<file path="config.mk">
export PLATFORM = sky130hd
export DESIGN_NAME = afpc_dev_flat
export DESIGN_NICKNAME = d
export VERILOG_FILES = /design/src/pkg/afpc_pkg.sv /design/src/pkg/afpc_link_if.sv /design/src/verilog/afpc_dev.sv /design/src/verilog/afpc_chan_fmt.sv /design/src/flat_wrapper.sv
export SDC_FILE = /design/constraint.sdc
export NUM_CORES = 1
export LEC_CHECK = 0
export BUFFER_PORTS_ARGS = -buffer_cell sky130_fd_sc_hd__buf_2
export CAP_MARGIN = 10
export CORE_MARGIN = 3
export CORE_UTILIZATION = 55
export CTS_CLUSTER_SIZE = 14
export DETAILED_ROUTE_END_ITERATION = 10
export GPL_TIMING_DRIVEN = 0
export PLACE_DENSITY = 0.8
export SLEW_MARGIN = 20
export SYNTH_ARGS = -nofsm -noshare
export SYNTH_HDL_FRONTEND = slang
export SYNTH_HIERARCHICAL = 1
export SYNTH_SLANG_ARGS = --single-unit
</file>
<file path="constraint.sdc">
create_clock -name i_clk -period 3.85 [get_ports i_clk]
set_input_delay 0.1925 -clock i_clk [delete_from_list [all_inputs] [get_ports i_clk]]
set_output_delay 0.1925 -clock i_clk [all_outputs]
set_load 0.02 [all_outputs]
</file>
<file path="src/pkg/afpc_pkg.sv">
// Shared constants and types of the output formatting and power control block
package afpc_pkg;
  // ==========================================================================
  // Sample coding
  localparam int                 SMP_W      = 14;
  localparam int                 RAW_W      = 16;
  localparam logic signed [15:0] POS_FS     = 16'sh1FFF;
  localparam logic signed [15:0] NEG_FS     = 16'shE000;
  localparam logic [13:0]        MSB_MASK   = 14'h2000;
  localparam logic [13:0]        POS_CODE   = 14'h3FFF;
  localparam logic [13:0]        NEG_CODE   = 14'h0000;
  localparam logic [13:0]        ODD_MASK   = 14'h2AAA;
  localparam logic [14:0]        PAT_ONES   = 15'h7FFF;
  localparam logic [14:0]        PAT_ZEROS  = 15'h0000;
  localparam logic [14:0]        PAT_CHK_A  = 15'h5555;
  localparam logic [14:0]        PAT_CHK_B  = 15'h2AAA;

  // ==========================================================================
  // Sample clock divider (8 system cycles per sample)
  localparam logic [2:0] DIV_LAST   = 3'h7;
  localparam logic [2:0] DIV_HALF   = 3'h3;

  // ==========================================================================
  // Device mode registers
  localparam logic [2:0] ADDR_PWR   = 3'h1;
  localparam logic [2:0] ADDR_TIM   = 3'h2;
  localparam logic [2:0] ADDR_OUT   = 3'h3;
  localparam logic [2:0] ADDR_FMT   = 3'h4;
  localparam logic [7:0] CFG_RST    = 8'h00;
  localparam int         FMT_TWOS   = 0;
  localparam int         FMT_RAND   = 1;
  localparam int         FMT_ALT    = 2;
  localparam int         FMT_TP_LO  = 3;
  localparam int         FMT_TP_HI  = 5;
  localparam int         OUT_DIS    = 0;
  localparam int         OUT_LVDS   = 1;
  localparam int         TIM_DCS    = 0;

  typedef enum logic [2:0] {
    TP_OFF   = 3'h0,
    TP_ONES  = 3'h1,
    TP_ZEROS = 3'h2,
    TP_ALT   = 3'h3,
    TP_CHK   = 3'h4
  } afpc_tp_t;

  typedef enum logic [1:0] {
    PWR_RUN   = 2'h0,
    PWR_NAP2  = 2'h1,
    PWR_NAP12 = 2'h2,
    PWR_SLEEP = 2'h3
  } afpc_pwr_t;

  // ==========================================================================
  // Receiver timing
  localparam int         CLK_HZ         = 10_000_000;
  localparam int         SLEEP_WAKE_MS  = 2;
  localparam int         SLEEP_WAKE_CYC = (SLEEP_WAKE_MS * CLK_HZ + 999) / 1000;
  localparam int         DC_SETTLE_US   = 50;
  localparam int         DC_SETTLE_CYC  = (DC_SETTLE_US * CLK_HZ + 999_999) / 1_000_000;
  localparam logic [7:0] NAP_DISCARD    = 8'h64;

  // ==========================================================================
  // Receiver registers
  localparam logic [2:0] H_CTRL     = 3'h0;
  localparam logic [2:0] H_WAKE     = 3'h1;
  localparam logic [2:0] H_STAT     = 3'h2;
  localparam logic [2:0] H_DATA1    = 3'h3;
  localparam logic [2:0] H_DATA2    = 3'h4;
  localparam int         CTRL_RAND  = 0;
  localparam int         CTRL_ALT   = 1;
  localparam int         WAKE_SLEEP = 0;
  localparam int         WAKE_NAP   = 1;
  localparam int         WAKE_DC    = 2;

  typedef enum logic [2:0] {
    HS_IDLE    = 3'b001,
    HS_DISCARD = 3'b010,
    HS_SETTLE  = 3'b100
  } afpc_hst_t;
endpackage : afpc_pkg

</file>
<file path="src/pkg/afpc_link_if.sv">
// Link between the converter output side and the capture receiver
`timescale 1ns/100ps
`default_nettype none
interface afpc_link_if;
  logic        output_data_clock;
  logic        clock_oe;
  logic        data_oe;
  logic [13:0] sample_bits_ch1;
  logic [13:0] sample_bits_ch2;
  logic [1:0]  overflow_flag;

  modport dev (
    output output_data_clock,
    output clock_oe,
    output data_oe,
    output sample_bits_ch1,
    output sample_bits_ch2,
    output overflow_flag
  );
  modport rcv (
    input  output_data_clock,
    input  clock_oe,
    input  data_oe,
    input  sample_bits_ch1,
    input  sample_bits_ch2,
    input  overflow_flag
  );
endinterface : afpc_link_if
`default_nettype wire

</file>
<file path="src/verilog/afpc_dev.sv">
// Converter output formatting, output disable and power mode control
//
// The strobed register port and the placing of the registers were left to the implementer.
`timescale 1ns/100ps
`default_nettype none
module afpc_dev import afpc_pkg::*; (
  input  wire logic                    i_clk,
  input  wire logic                    i_reset_n,
  input  wire logic signed [RAW_W-1:0] i_raw_ch1,
  input  wire logic signed [RAW_W-1:0] i_raw_ch2,
  input  wire logic                    i_cfg_wr,
  input  wire logic                    i_cfg_rd,
  input  wire logic [2:0]              i_cfg_addr,
  input  wire logic [7:0]              i_cfg_wdata,
  output var  logic [7:0]              o_cfg_rdata,
  input  wire logic                    i_program_mode_strap,
  input  wire logic                    i_cs_pin,
  input  wire logic                    i_sck_pin,
  input  wire logic                    i_sdi_pin,
  input  wire logic                    i_sdo_pin,
  afpc_link_if.dev                     link,
  output var  logic                    o_dcs_enable,
  output var  logic                    o_lvds_mode,
  output var  logic                    o_ch1_nap,
  output var  logic                    o_ch2_nap,
  output var  logic                    o_sleep,
  output var  logic                    o_test_active
);
  // ==========================================================================
  // Static pin synchronisers
  logic [4:0] pin_raw;
  logic [4:0] pin_meta_r;
  logic [4:0] pin_sync_r;
  logic       par_mode;

  assign pin_raw = {i_program_mode_strap, i_cs_pin, i_sck_pin, i_sdi_pin, i_sdo_pin};

  // Pins may be driven by foreign logic, so two stages per pin
  genvar gi;
  generate
    for (gi = 0; gi < 5; gi++) begin : g_pin_sync
      always_ff @(posedge i_clk) begin
        if (!i_reset_n) begin
          pin_meta_r[gi] <= 1'b0;
          pin_sync_r[gi] <= 1'b0;
        end else begin
          pin_meta_r[gi] <= pin_raw[gi];
          pin_sync_r[gi] <= pin_meta_r[gi];
        end
      end
    end
  endgenerate

  assign par_mode = pin_sync_r[4];

  // ==========================================================================
  // Mode registers written through the strobed register port
  logic [7:0] pwr_r;
  logic [7:0] tim_r;
  logic [7:0] out_r;
  logic [7:0] fmt_r;

  // All modes clear at reset, so coding starts as offset binary
  always_ff @(posedge i_clk) begin
    if (!i_reset_n) begin
      pwr_r <= CFG_RST;
      tim_r <= CFG_RST;
      out_r <= CFG_RST;
      fmt_r <= CFG_RST;
    end else if (i_cfg_wr) begin
      case (i_cfg_addr)
        ADDR_PWR: pwr_r <= i_cfg_wdata;
        ADDR_TIM: tim_r <= i_cfg_wdata;
        ADDR_OUT: out_r <= i_cfg_wdata;
        ADDR_FMT: fmt_r <= i_cfg_wdata;
        default:  ;
      endcase
    end
  end

  // Readback one cycle after the strobe, unmapped reads as zero
  always_ff @(posedge i_clk) begin
    if (!i_reset_n) begin
      o_cfg_rdata <= CFG_RST;
    end else if (i_cfg_rd) begin
      case (i_cfg_addr)
        ADDR_PWR: o_cfg_rdata <= pwr_r;
        ADDR_TIM: o_cfg_rdata <= tim_r;
        ADDR_OUT: o_cfg_rdata <= out_r;
        ADDR_FMT: o_cfg_rdata <= fmt_r;
        default:  o_cfg_rdata <= CFG_RST;
      endcase
    end
  end

  // ==========================================================================
  // Effective settings, pins override registers in parallel mode
  logic      twos_eff;
  logic      rand_eff;
  logic      alt_eff;
  logic      dis_eff;
  logic      lvds_eff;
  logic      dcs_eff;
  afpc_tp_t  tp_eff;
  afpc_pwr_t pwr_eff;

  // Parallel mode cannot reach formatting options, they stay off
  always_comb begin
    if (par_mode) begin
      twos_eff = 1'b0;
      rand_eff = 1'b0;
      alt_eff  = 1'b0;
      tp_eff   = TP_OFF;
      dis_eff  = 1'b0;
      dcs_eff  = pin_sync_r[3];
      lvds_eff = pin_sync_r[2];
      pwr_eff  = afpc_pwr_t'(pin_sync_r[1:0]);
    end else begin
      twos_eff = fmt_r[FMT_TWOS];
      rand_eff = fmt_r[FMT_RAND];
      alt_eff  = fmt_r[FMT_ALT];
      tp_eff   = afpc_tp_t'(fmt_r[FMT_TP_HI:FMT_TP_LO]);
      dis_eff  = out_r[OUT_DIS];
      dcs_eff  = tim_r[TIM_DCS];
      lvds_eff = out_r[OUT_LVDS];
      pwr_eff  = afpc_pwr_t'(pwr_r[1:0]);
    end
  end

  // ==========================================================================
  // Power decode, no code naps channel 1 alone
  logic nap1_nxt;
  logic nap2_nxt;
  logic sleep_nxt;

  always_comb begin
    nap1_nxt  = 1'b0;
    nap2_nxt  = 1'b0;
    sleep_nxt = 1'b0;
    case (pwr_eff)
      PWR_RUN:   ;
      PWR_NAP2:  nap2_nxt = 1'b1;
      PWR_NAP12: begin
        nap1_nxt = 1'b1;
        nap2_nxt = 1'b1;
      end
      PWR_SLEEP: sleep_nxt = 1'b1;
      default:   ;
    endcase
  end

  // Mode outputs registered for clean pins
  always_ff @(posedge i_clk) begin
    if (!i_reset_n) begin
      o_ch1_nap     <= 1'b0;
      o_ch2_nap     <= 1'b0;
      o_sleep       <= 1'b0;
      o_dcs_enable  <= 1'b0;
      o_lvds_mode   <= 1'b0;
      o_test_active <= 1'b0;
    end else begin
      o_ch1_nap     <= nap1_nxt;
      o_ch2_nap     <= nap2_nxt;
      o_sleep       <= sleep_nxt;
      o_dcs_enable  <= dcs_eff;
      o_lvds_mode   <= lvds_eff;
      o_test_active <= (tp_eff != TP_OFF);
    end
  end

  // ==========================================================================
  // Sample clock divider and pattern phase
  logic [2:0] div_cnt_r;
  logic       clk_out_r;
  logic       phase_r;
  logic       smp_stb;

  // Data updates on the falling edge, receiver latches on the rising one
  assign smp_stb = (div_cnt_r == DIV_HALF);

  always_ff @(posedge i_clk) begin
    if (!i_reset_n) begin
      div_cnt_r <= 3'h0;
      clk_out_r <= 1'b1;
    end else begin
      div_cnt_r <= div_cnt_r + 3'h1;
      if (smp_stb) begin
        clk_out_r <= 1'b0;
      end else if (div_cnt_r == DIV_LAST) begin
        clk_out_r <= 1'b1;
      end
    end
  end

  // Phase flips every sample for the alternating patterns
  always_ff @(posedge i_clk) begin
    if (!i_reset_n) begin
      phase_r <= 1'b0;
    end else if (smp_stb) begin
      phase_r <= ~phase_r;
    end
  end

  // ==========================================================================
  // Output enables, the whole bus floats together
  logic oe_r;

  // Slow by design: changes only with the mode, not for bus sharing
  always_ff @(posedge i_clk) begin
    if (!i_reset_n) begin
      oe_r <= 1'b1;
    end else begin
      oe_r <= ~dis_eff;
    end
  end

  // ==========================================================================
  // Channel formatters, a napped or sleeping channel holds its last word
  logic [SMP_W-1:0] bits1;
  logic [SMP_W-1:0] bits2;
  logic             ovf1;
  logic             ovf2;

  afpc_chan_fmt u_fmt1 (
    .i_clk     (i_clk),
    .i_reset_n (i_reset_n),
    .i_load    (smp_stb),
    .i_hold    (o_ch1_nap | o_sleep),
    .i_raw     (i_raw_ch1),
    .i_twos    (twos_eff),
    .i_rand    (rand_eff),
    .i_alt     (alt_eff),
    .i_tp      (tp_eff),
    .i_phase   (phase_r),
    .o_bits    (bits1),
    .o_ovf     (ovf1)
  );

  afpc_chan_fmt u_fmt2 (
    .i_clk     (i_clk),
    .i_reset_n (i_reset_n),
    .i_load    (smp_stb),
    .i_hold    (o_ch2_nap | o_sleep),
    .i_raw     (i_raw_ch2),
    .i_twos    (twos_eff),
    .i_rand    (rand_eff),
    .i_alt     (alt_eff),
    .i_tp      (tp_eff),
    .i_phase   (phase_r),
    .o_bits    (bits2),
    .o_ovf     (ovf2)
  );

  // Link pins, all from flip-flops
  assign link.output_data_clock = clk_out_r;
  assign link.clock_oe          = oe_r;
  assign link.data_oe           = oe_r;
  assign link.sample_bits_ch1   = bits1;
  assign link.sample_bits_ch2   = bits2;
  assign link.overflow_flag     = {ovf2, ovf1};
endmodule : afpc_dev
`default_nettype wire

</file>
<file path="src/verilog/afpc_chan_fmt.sv">
// One channel of sample coding, scrambling and test pattern selection
`timescale 1ns/100ps
`default_nettype none
module afpc_chan_fmt import afpc_pkg::*; (
  input  wire logic                    i_clk,
  input  wire logic                    i_reset_n,
  input  wire logic                    i_load,
  input  wire logic                    i_hold,
  input  wire logic signed [RAW_W-1:0] i_raw,
  input  wire logic                    i_twos,
  input  wire logic                    i_rand,
  input  wire logic                    i_alt,
  input  wire afpc_tp_t                i_tp,
  input  wire logic                    i_phase,
  output var  logic [SMP_W-1:0]        o_bits,
  output var  logic                    o_ovf
);
  // ==========================================================================
  // Formatting chain
  logic             ovf;
  logic [SMP_W-1:0] code;
  logic [SMP_W-1:0] wrd;
  logic [14:0]      outw;

  // Coding, then randomizer, then alternate polarity, then pattern override
  always_comb begin
    ovf  = (i_raw > POS_FS) || (i_raw <= NEG_FS);
    if (i_raw > POS_FS) begin
      code = POS_CODE;
    end else if (i_raw <= NEG_FS) begin
      code = NEG_CODE;
    end else begin
      code = i_raw[SMP_W-1:0] ^ MSB_MASK;
    end
    wrd = i_twos ? (code ^ MSB_MASK) : code;
    if (i_rand) begin
      wrd[SMP_W-1:1] = wrd[SMP_W-1:1] ^ {(SMP_W-1){wrd[0]}};
    end
    if (i_alt) begin
      wrd = wrd ^ ODD_MASK;
    end
    // Patterns bypass every formatting option
    case (i_tp)
      TP_ONES:  outw = PAT_ONES;
      TP_ZEROS: outw = PAT_ZEROS;
      TP_ALT:   outw = i_phase ? PAT_ZEROS : PAT_ONES;
      TP_CHK:   outw = i_phase ? PAT_CHK_B : PAT_CHK_A;
      default:  outw = {ovf, wrd};
    endcase
  end

  // One register stage so flag and data keep the same latency
  always_ff @(posedge i_clk) begin
    if (!i_reset_n) begin
      o_bits <= MSB_MASK;
      o_ovf  <= 1'b0;
    end else if (i_load && !i_hold) begin
      o_bits <= outw[SMP_W-1:0];
      o_ovf  <= outw[SMP_W];
    end
  end
endmodule : afpc_chan_fmt
`default_nettype wire

</file>
<file path="src/flat_wrapper.sv">
// flat-port wrapper written by rule: the top's interface ports become plain ports
module afpc_dev_flat import afpc_pkg::*;
  (i_clk, i_reset_n, i_raw_ch1, i_raw_ch2, i_cfg_wr, i_cfg_rd, i_cfg_addr, i_cfg_wdata, o_cfg_rdata, i_program_mode_strap, i_cs_pin, i_sck_pin, i_sdi_pin, i_sdo_pin, o_dcs_enable, o_lvds_mode, o_ch1_nap, o_ch2_nap, o_sleep, o_test_active, link_output_data_clock, link_clock_oe, link_data_oe, link_sample_bits_ch1, link_sample_bits_ch2, link_overflow_flag);
  afpc_link_if link_i ();
  input  wire logic i_clk;
  input  wire logic i_reset_n;
  input  wire logic signed [RAW_W-1:0] i_raw_ch1;
  input  wire logic signed [RAW_W-1:0] i_raw_ch2;
  input  wire logic i_cfg_wr;
  input  wire logic i_cfg_rd;
  input  wire logic [2:0] i_cfg_addr;
  input  wire logic [7:0] i_cfg_wdata;
  output var  logic [7:0] o_cfg_rdata;
  input  wire logic i_program_mode_strap;
  input  wire logic i_cs_pin;
  input  wire logic i_sck_pin;
  input  wire logic i_sdi_pin;
  input  wire logic i_sdo_pin;
  output var  logic o_dcs_enable;
  output var  logic o_lvds_mode;
  output var  logic o_ch1_nap;
  output var  logic o_ch2_nap;
  output var  logic o_sleep;
  output var  logic o_test_active;
  output wire logic [$bits(link_i.output_data_clock)-1:0] link_output_data_clock;
  output wire logic [$bits(link_i.clock_oe)-1:0] link_clock_oe;
  output wire logic [$bits(link_i.data_oe)-1:0] link_data_oe;
  output wire logic [$bits(link_i.sample_bits_ch1)-1:0] link_sample_bits_ch1;
  output wire logic [$bits(link_i.sample_bits_ch2)-1:0] link_sample_bits_ch2;
  output wire logic [$bits(link_i.overflow_flag)-1:0] link_overflow_flag;
  assign link_output_data_clock = link_i.output_data_clock;
  assign link_clock_oe = link_i.clock_oe;
  assign link_data_oe = link_i.data_oe;
  assign link_sample_bits_ch1 = link_i.sample_bits_ch1;
  assign link_sample_bits_ch2 = link_i.sample_bits_ch2;
  assign link_overflow_flag = link_i.overflow_flag;
  afpc_dev u_core (.i_clk(i_clk), .i_reset_n(i_reset_n), .i_raw_ch1(i_raw_ch1), .i_raw_ch2(i_raw_ch2), .i_cfg_wr(i_cfg_wr), .i_cfg_rd(i_cfg_rd), .i_cfg_addr(i_cfg_addr), .i_cfg_wdata(i_cfg_wdata), .o_cfg_rdata(o_cfg_rdata), .i_program_mode_strap(i_program_mode_strap), .i_cs_pin(i_cs_pin), .i_sck_pin(i_sck_pin), .i_sdi_pin(i_sdi_pin), .i_sdo_pin(i_sdo_pin), .link(link_i), .o_dcs_enable(o_dcs_enable), .o_lvds_mode(o_lvds_mode), .o_ch1_nap(o_ch1_nap), .o_ch2_nap(o_ch2_nap), .o_sleep(o_sleep), .o_test_active(o_test_active));
endmodule
</file>
==> results_dict.tcl <==
set metrics [dict create \
    fmax_mhz 389 \
    seqCellArea_mm2 0.00184 \
    timing.hold.worst_path_depth 2 \
    cts_inserted_buffers 9 \
    grt_pass1_wl_um 19400 \
    gp_congestion 0.858 \
    synth.ff_latch_count 92 \
    placement_rows 33 \
    worst-path-max-fanout 10 \
    drt-vias-per-instance 5.89 \
    detailedRoute.firstIterationViolations 301 \
    synth-edff-count 0 \
    detail-route-antenna-nets 0 \
    outcome "completed" \
    max-cap-violations 0 \
    setup_violations 0 \
    syn_inst 513 \
    synthToLayoutAreaGrowth_pct 17.0 \
    min_from "i_sdi_pin" \
    worst_hold_slack_ns 0.0453 \
    share_of_post_route_cells_with_drive_strength_above_1_pct 26.7 \
    crit-reg2reg-launch "u_core/par_mode$_SDFF_PN0_" \
    final.period_utilization_pct 66.8 \
    timing_worst_slew_pin_value_ns 0.633 \
    placeable_core_region_mm2 0.00826 \
    post_synth_num_cell_types 41 \
    ctsLongestPathBuffers 2 \
    skew_ns 0.0132 \
    setup.reg_to_reg.worst_slack_ns 1.28 \
    ys.flop_type "sky130_fd_sc_hd__dfxtp_1" \
    cts.repair.resized 0 \
    timing.critical_path.arrival_ns 2.86 \
    antenna_violations_before_repair 0 \
    peakVddDrop_mv 0.257 \
    final_max_slew_viol_count 0 \
    ioPinCount 99 \
    worstSetupEndpointType "flip-flop" \
    cts_tree "done" \
    route.detailed.wl_per_inst_um 16.0 \
    grt_overflow 0 \
    ys_seq_area_share_pct 39.0 \
    num-fill-cells 720 \
    drt-pass1-iter-count 4 \
    htree_num_levels 3 \
    setup.worst_path.start_class "flip-flop" \
    route.final.wire_length_um 11700 \
    grt_max_degree 16 \
    syn_area_mm2 0.00472 \
    worst_setup_hold_path_clk_slew_ns 0.09 \
    dp_hpwl_um 8710 \
    die_height_um 98.6 \
    numClockSinks 92 \
    vias 4302 \
    final.setup.tns_ns 0 \
    port_buffers 96 \
    initial_util_pct 57.2 \
    cts_root_buf "sky130_fd_sc_hd__clkbuf_8" \
    final_net_count 676 \
    worstHoldEndpoint "u_core/pin_meta_r[1]$_SDFF_PN0_" \
    postCtsSetupRepairBufs 0 \
    syn_area_per_cell_um2 9.20 \
    synth_warnings 6 \
    post_cts_hold_buffer_count 0 \
    clock_insertion_delay_worst_skew_ns 0.35 \
    multiInputGateArea_mm2 0.00266 \
    powerDensity_mw_per_mm2 361 \
    floorplan.die.width_um 98.6 \
    setup_repair_after_global_routing_missed_its_margin "false" \
    async_flop_share_pct 0 \
    gr-usage-all-layers_pct 24.0 \
    critPathKind "flip-flop to flip-flop" \
    leakage_nw 2.23 \
    worstHoldPathType "input port to flip-flop" \
    slew_headroom_pct 57.7 \
    antennaDiodeCount 0 \
    worst-r2r-cell-count 6 \
    final.min_clock_period_ns 2.57 \
    syn_nets 569 \
    drc 0 \
    cp_data_required_time_ns 4.14 \
    finalHoldViolCount 0 \
    worstReg2RegEnd "u_core/u_fmt2/o_bits[1]$_SDFFE_PN0P_" \
    grt_pass1_vias 4110 \
    floorplan.die_area_mm2 0.00973 \
]
==> how the worst max path moves through the flow <==
stage                                           from  slack (ns)                                     to
after global placement    u_core/par_mode$_SDFF_PN0_        1.46   u_core/u_fmt1/o_bits[3]$_SDFFE_PN0P_
after detailed placement  u_core/par_mode$_SDFF_PN0_        1.30   u_core/u_fmt2/o_bits[1]$_SDFFE_PN0P_
after CTS                 u_core/par_mode$_SDFF_PN0_        1.28   u_core/u_fmt2/o_bits[1]$_SDFFE_PN0P_
final                     u_core/par_mode$_SDFF_PN0_        1.28   u_core/u_fmt2/o_bits[1]$_SDFFE_PN0P_
after global routing      u_core/par_mode$_SDFF_PN0_        0.95   u_core/u_fmt2/o_bits[3]$_SDFFE_PN0P_
after floorplan           u_core/par_mode$_SDFF_PN0_        1.93  u_core/u_fmt1/o_bits[11]$_SDFFE_PN0P_
==> registers in the layout, summed over array words and instances, names as in the netlist, 3 cells and up <==
register              flops
u_core/u_fmt1/o_bits     14
u_core/u_fmt2/o_bits     14
u_core/fmt_r              8
u_core/o_cfg_rdata        8
u_core/out_r              8
u_core/pwr_r              8
u_core/tim_r              8
u_core/pin_meta_r         5
u_core/pin_sync_r         4
u_core/div_cnt_r          3
==> report_power, final <==
group	internal (mW)	leakage (nW)	switching, mW	total, mW
clock network	0.301	0.0962	0.341	0.642
registers	0.995	0.748	0.0209	1.02
logic	0.141	1.39	0.196	0.338
total	1.44	2.23	0.558	1.99
==> per-stage QoR <==
stage | total power [mW] | area, um^2 | worst slack (ns) | util [%] | std cells
2_1_floorplan | 1.26 | 4720 | 1.93 | - | 513
4_1_cts | 2.01 | 5530 | 1.28 | 66.9 | 730
3_5_place_dp | 1.37 | 5330 | 1.30 | 64.6 | 714
5_1_grt | 2.09 | 5530 | 0.955 | 66.9 | 730
6_report | 1.99 | 5530 | 1.28 | 66.9 | 730
3_3_place_gp | 1.36 | 5330 | 1.46 | 64.6 | 714
==> layout by cell type, fill, tap and decap left out, drive strengths merged, types with 2 or more instances in the layout <==
cell type,instances
o221ai,14
and2,16
o21ba,3
nor2,6
buf,115
nor3,12
o21ai,33
a2111oi,12
ha,4
mux2,13
a21oi,36
a21boi,8
nand2,34
xnor2,8
clkinv,4
o221a,8
mux2i,29
and3,2
a221o,8
or2,16
dfxtp,92
nor4,4
nand4,2
nand3b,33
o211a,2
o21bai,2
inv,6
nor4b,2
and3b,3
and4bb,3
clkbuf,28
nand3,14
nor2b,45
==> cell type report <==
| class | instances | share of cell area (%) |
|---|---|---|
| tap | 105 | 2.38 |
| multi-input combinational | 378 | 48.1 |
| inverter | 6 | 0.408 |
| timing repair buffer | 96 | 8.70 |
| clock inverter | 6 | 1.18 |
| clock buffer | 10 | 2.31 |
| sequential | 92 | 33.3 |
| buffer | 37 | 3.65 |
==> critical path, stage by stage, from the launching register on <==
cell	delay, ns
sky130_fd_sc_hd__dfxtp_1	0.32
sky130_fd_sc_hd__clkbuf_1	0.25
sky130_fd_sc_hd__nor2b_1	0.58
sky130_fd_sc_hd__o21ai_0	0.39
sky130_fd_sc_hd__mux2_2	0.39
sky130_fd_sc_hd__a2111oi_0	0.43
sky130_fd_sc_hd__nand3b_1	0.16
==> logic make-up (layout without fill, tap and decap cells) <==
group | count (synthesis) | count (layout) | synth area share [%]
buf+inv | 43 | 155 | 4.74
mux | 42 | 42 | 9.25
compound gates | 128 | 128 | 19.2
xor+xnor | 9 | 9 | 1.67
fa+ha+maj | 4 | 4 | 1.06
flops | 92 | 92 | 39.0
simple gates | 195 | 195 | 25.1
==> layer usage <==
| layer | GRT usage [%] | vias to the layer above | share of wire (%) |
|---|---|---|---|
| li1 | - | 2084 | - |
| met1 | 31.4 | 2063 | 44 |
| met2 | 40.4 | 138 | 48 |
| met3 | 4.60 | 17 | 6.3 |
| met4 | 6.93 | 0 | 1.6 |
| met5 | 0 | - | 0 |
==> synth_stat cells, types with 13 or more instances <==
master / count / share of area, %
sky130_fd_sc_hd__dfxtp_1: 92 / 39
sky130_fd_sc_hd__nor2b_1: 45 / 6.0
sky130_fd_sc_hd__a21oi_1: 36 / 3.8
sky130_fd_sc_hd__nand2_1: 34 / 2.7
sky130_fd_sc_hd__nand3b_1: 33 / 5.2
sky130_fd_sc_hd__o21ai_0: 33 / 3.5
sky130_fd_sc_hd__mux2i_1: 29 / 6.1
sky130_fd_sc_hd__clkbuf_1: 18 / 1.4
sky130_fd_sc_hd__and2_1: 16 / 2.1
sky130_fd_sc_hd__or2_2: 16 / 2.1
sky130_fd_sc_hd__nand3_1: 14 / 1.5
sky130_fd_sc_hd__o221ai_1: 14 / 2.6
sky130_fd_sc_hd__mux2_2: 13 / 3.1
(Power assumes the default switching activity.)
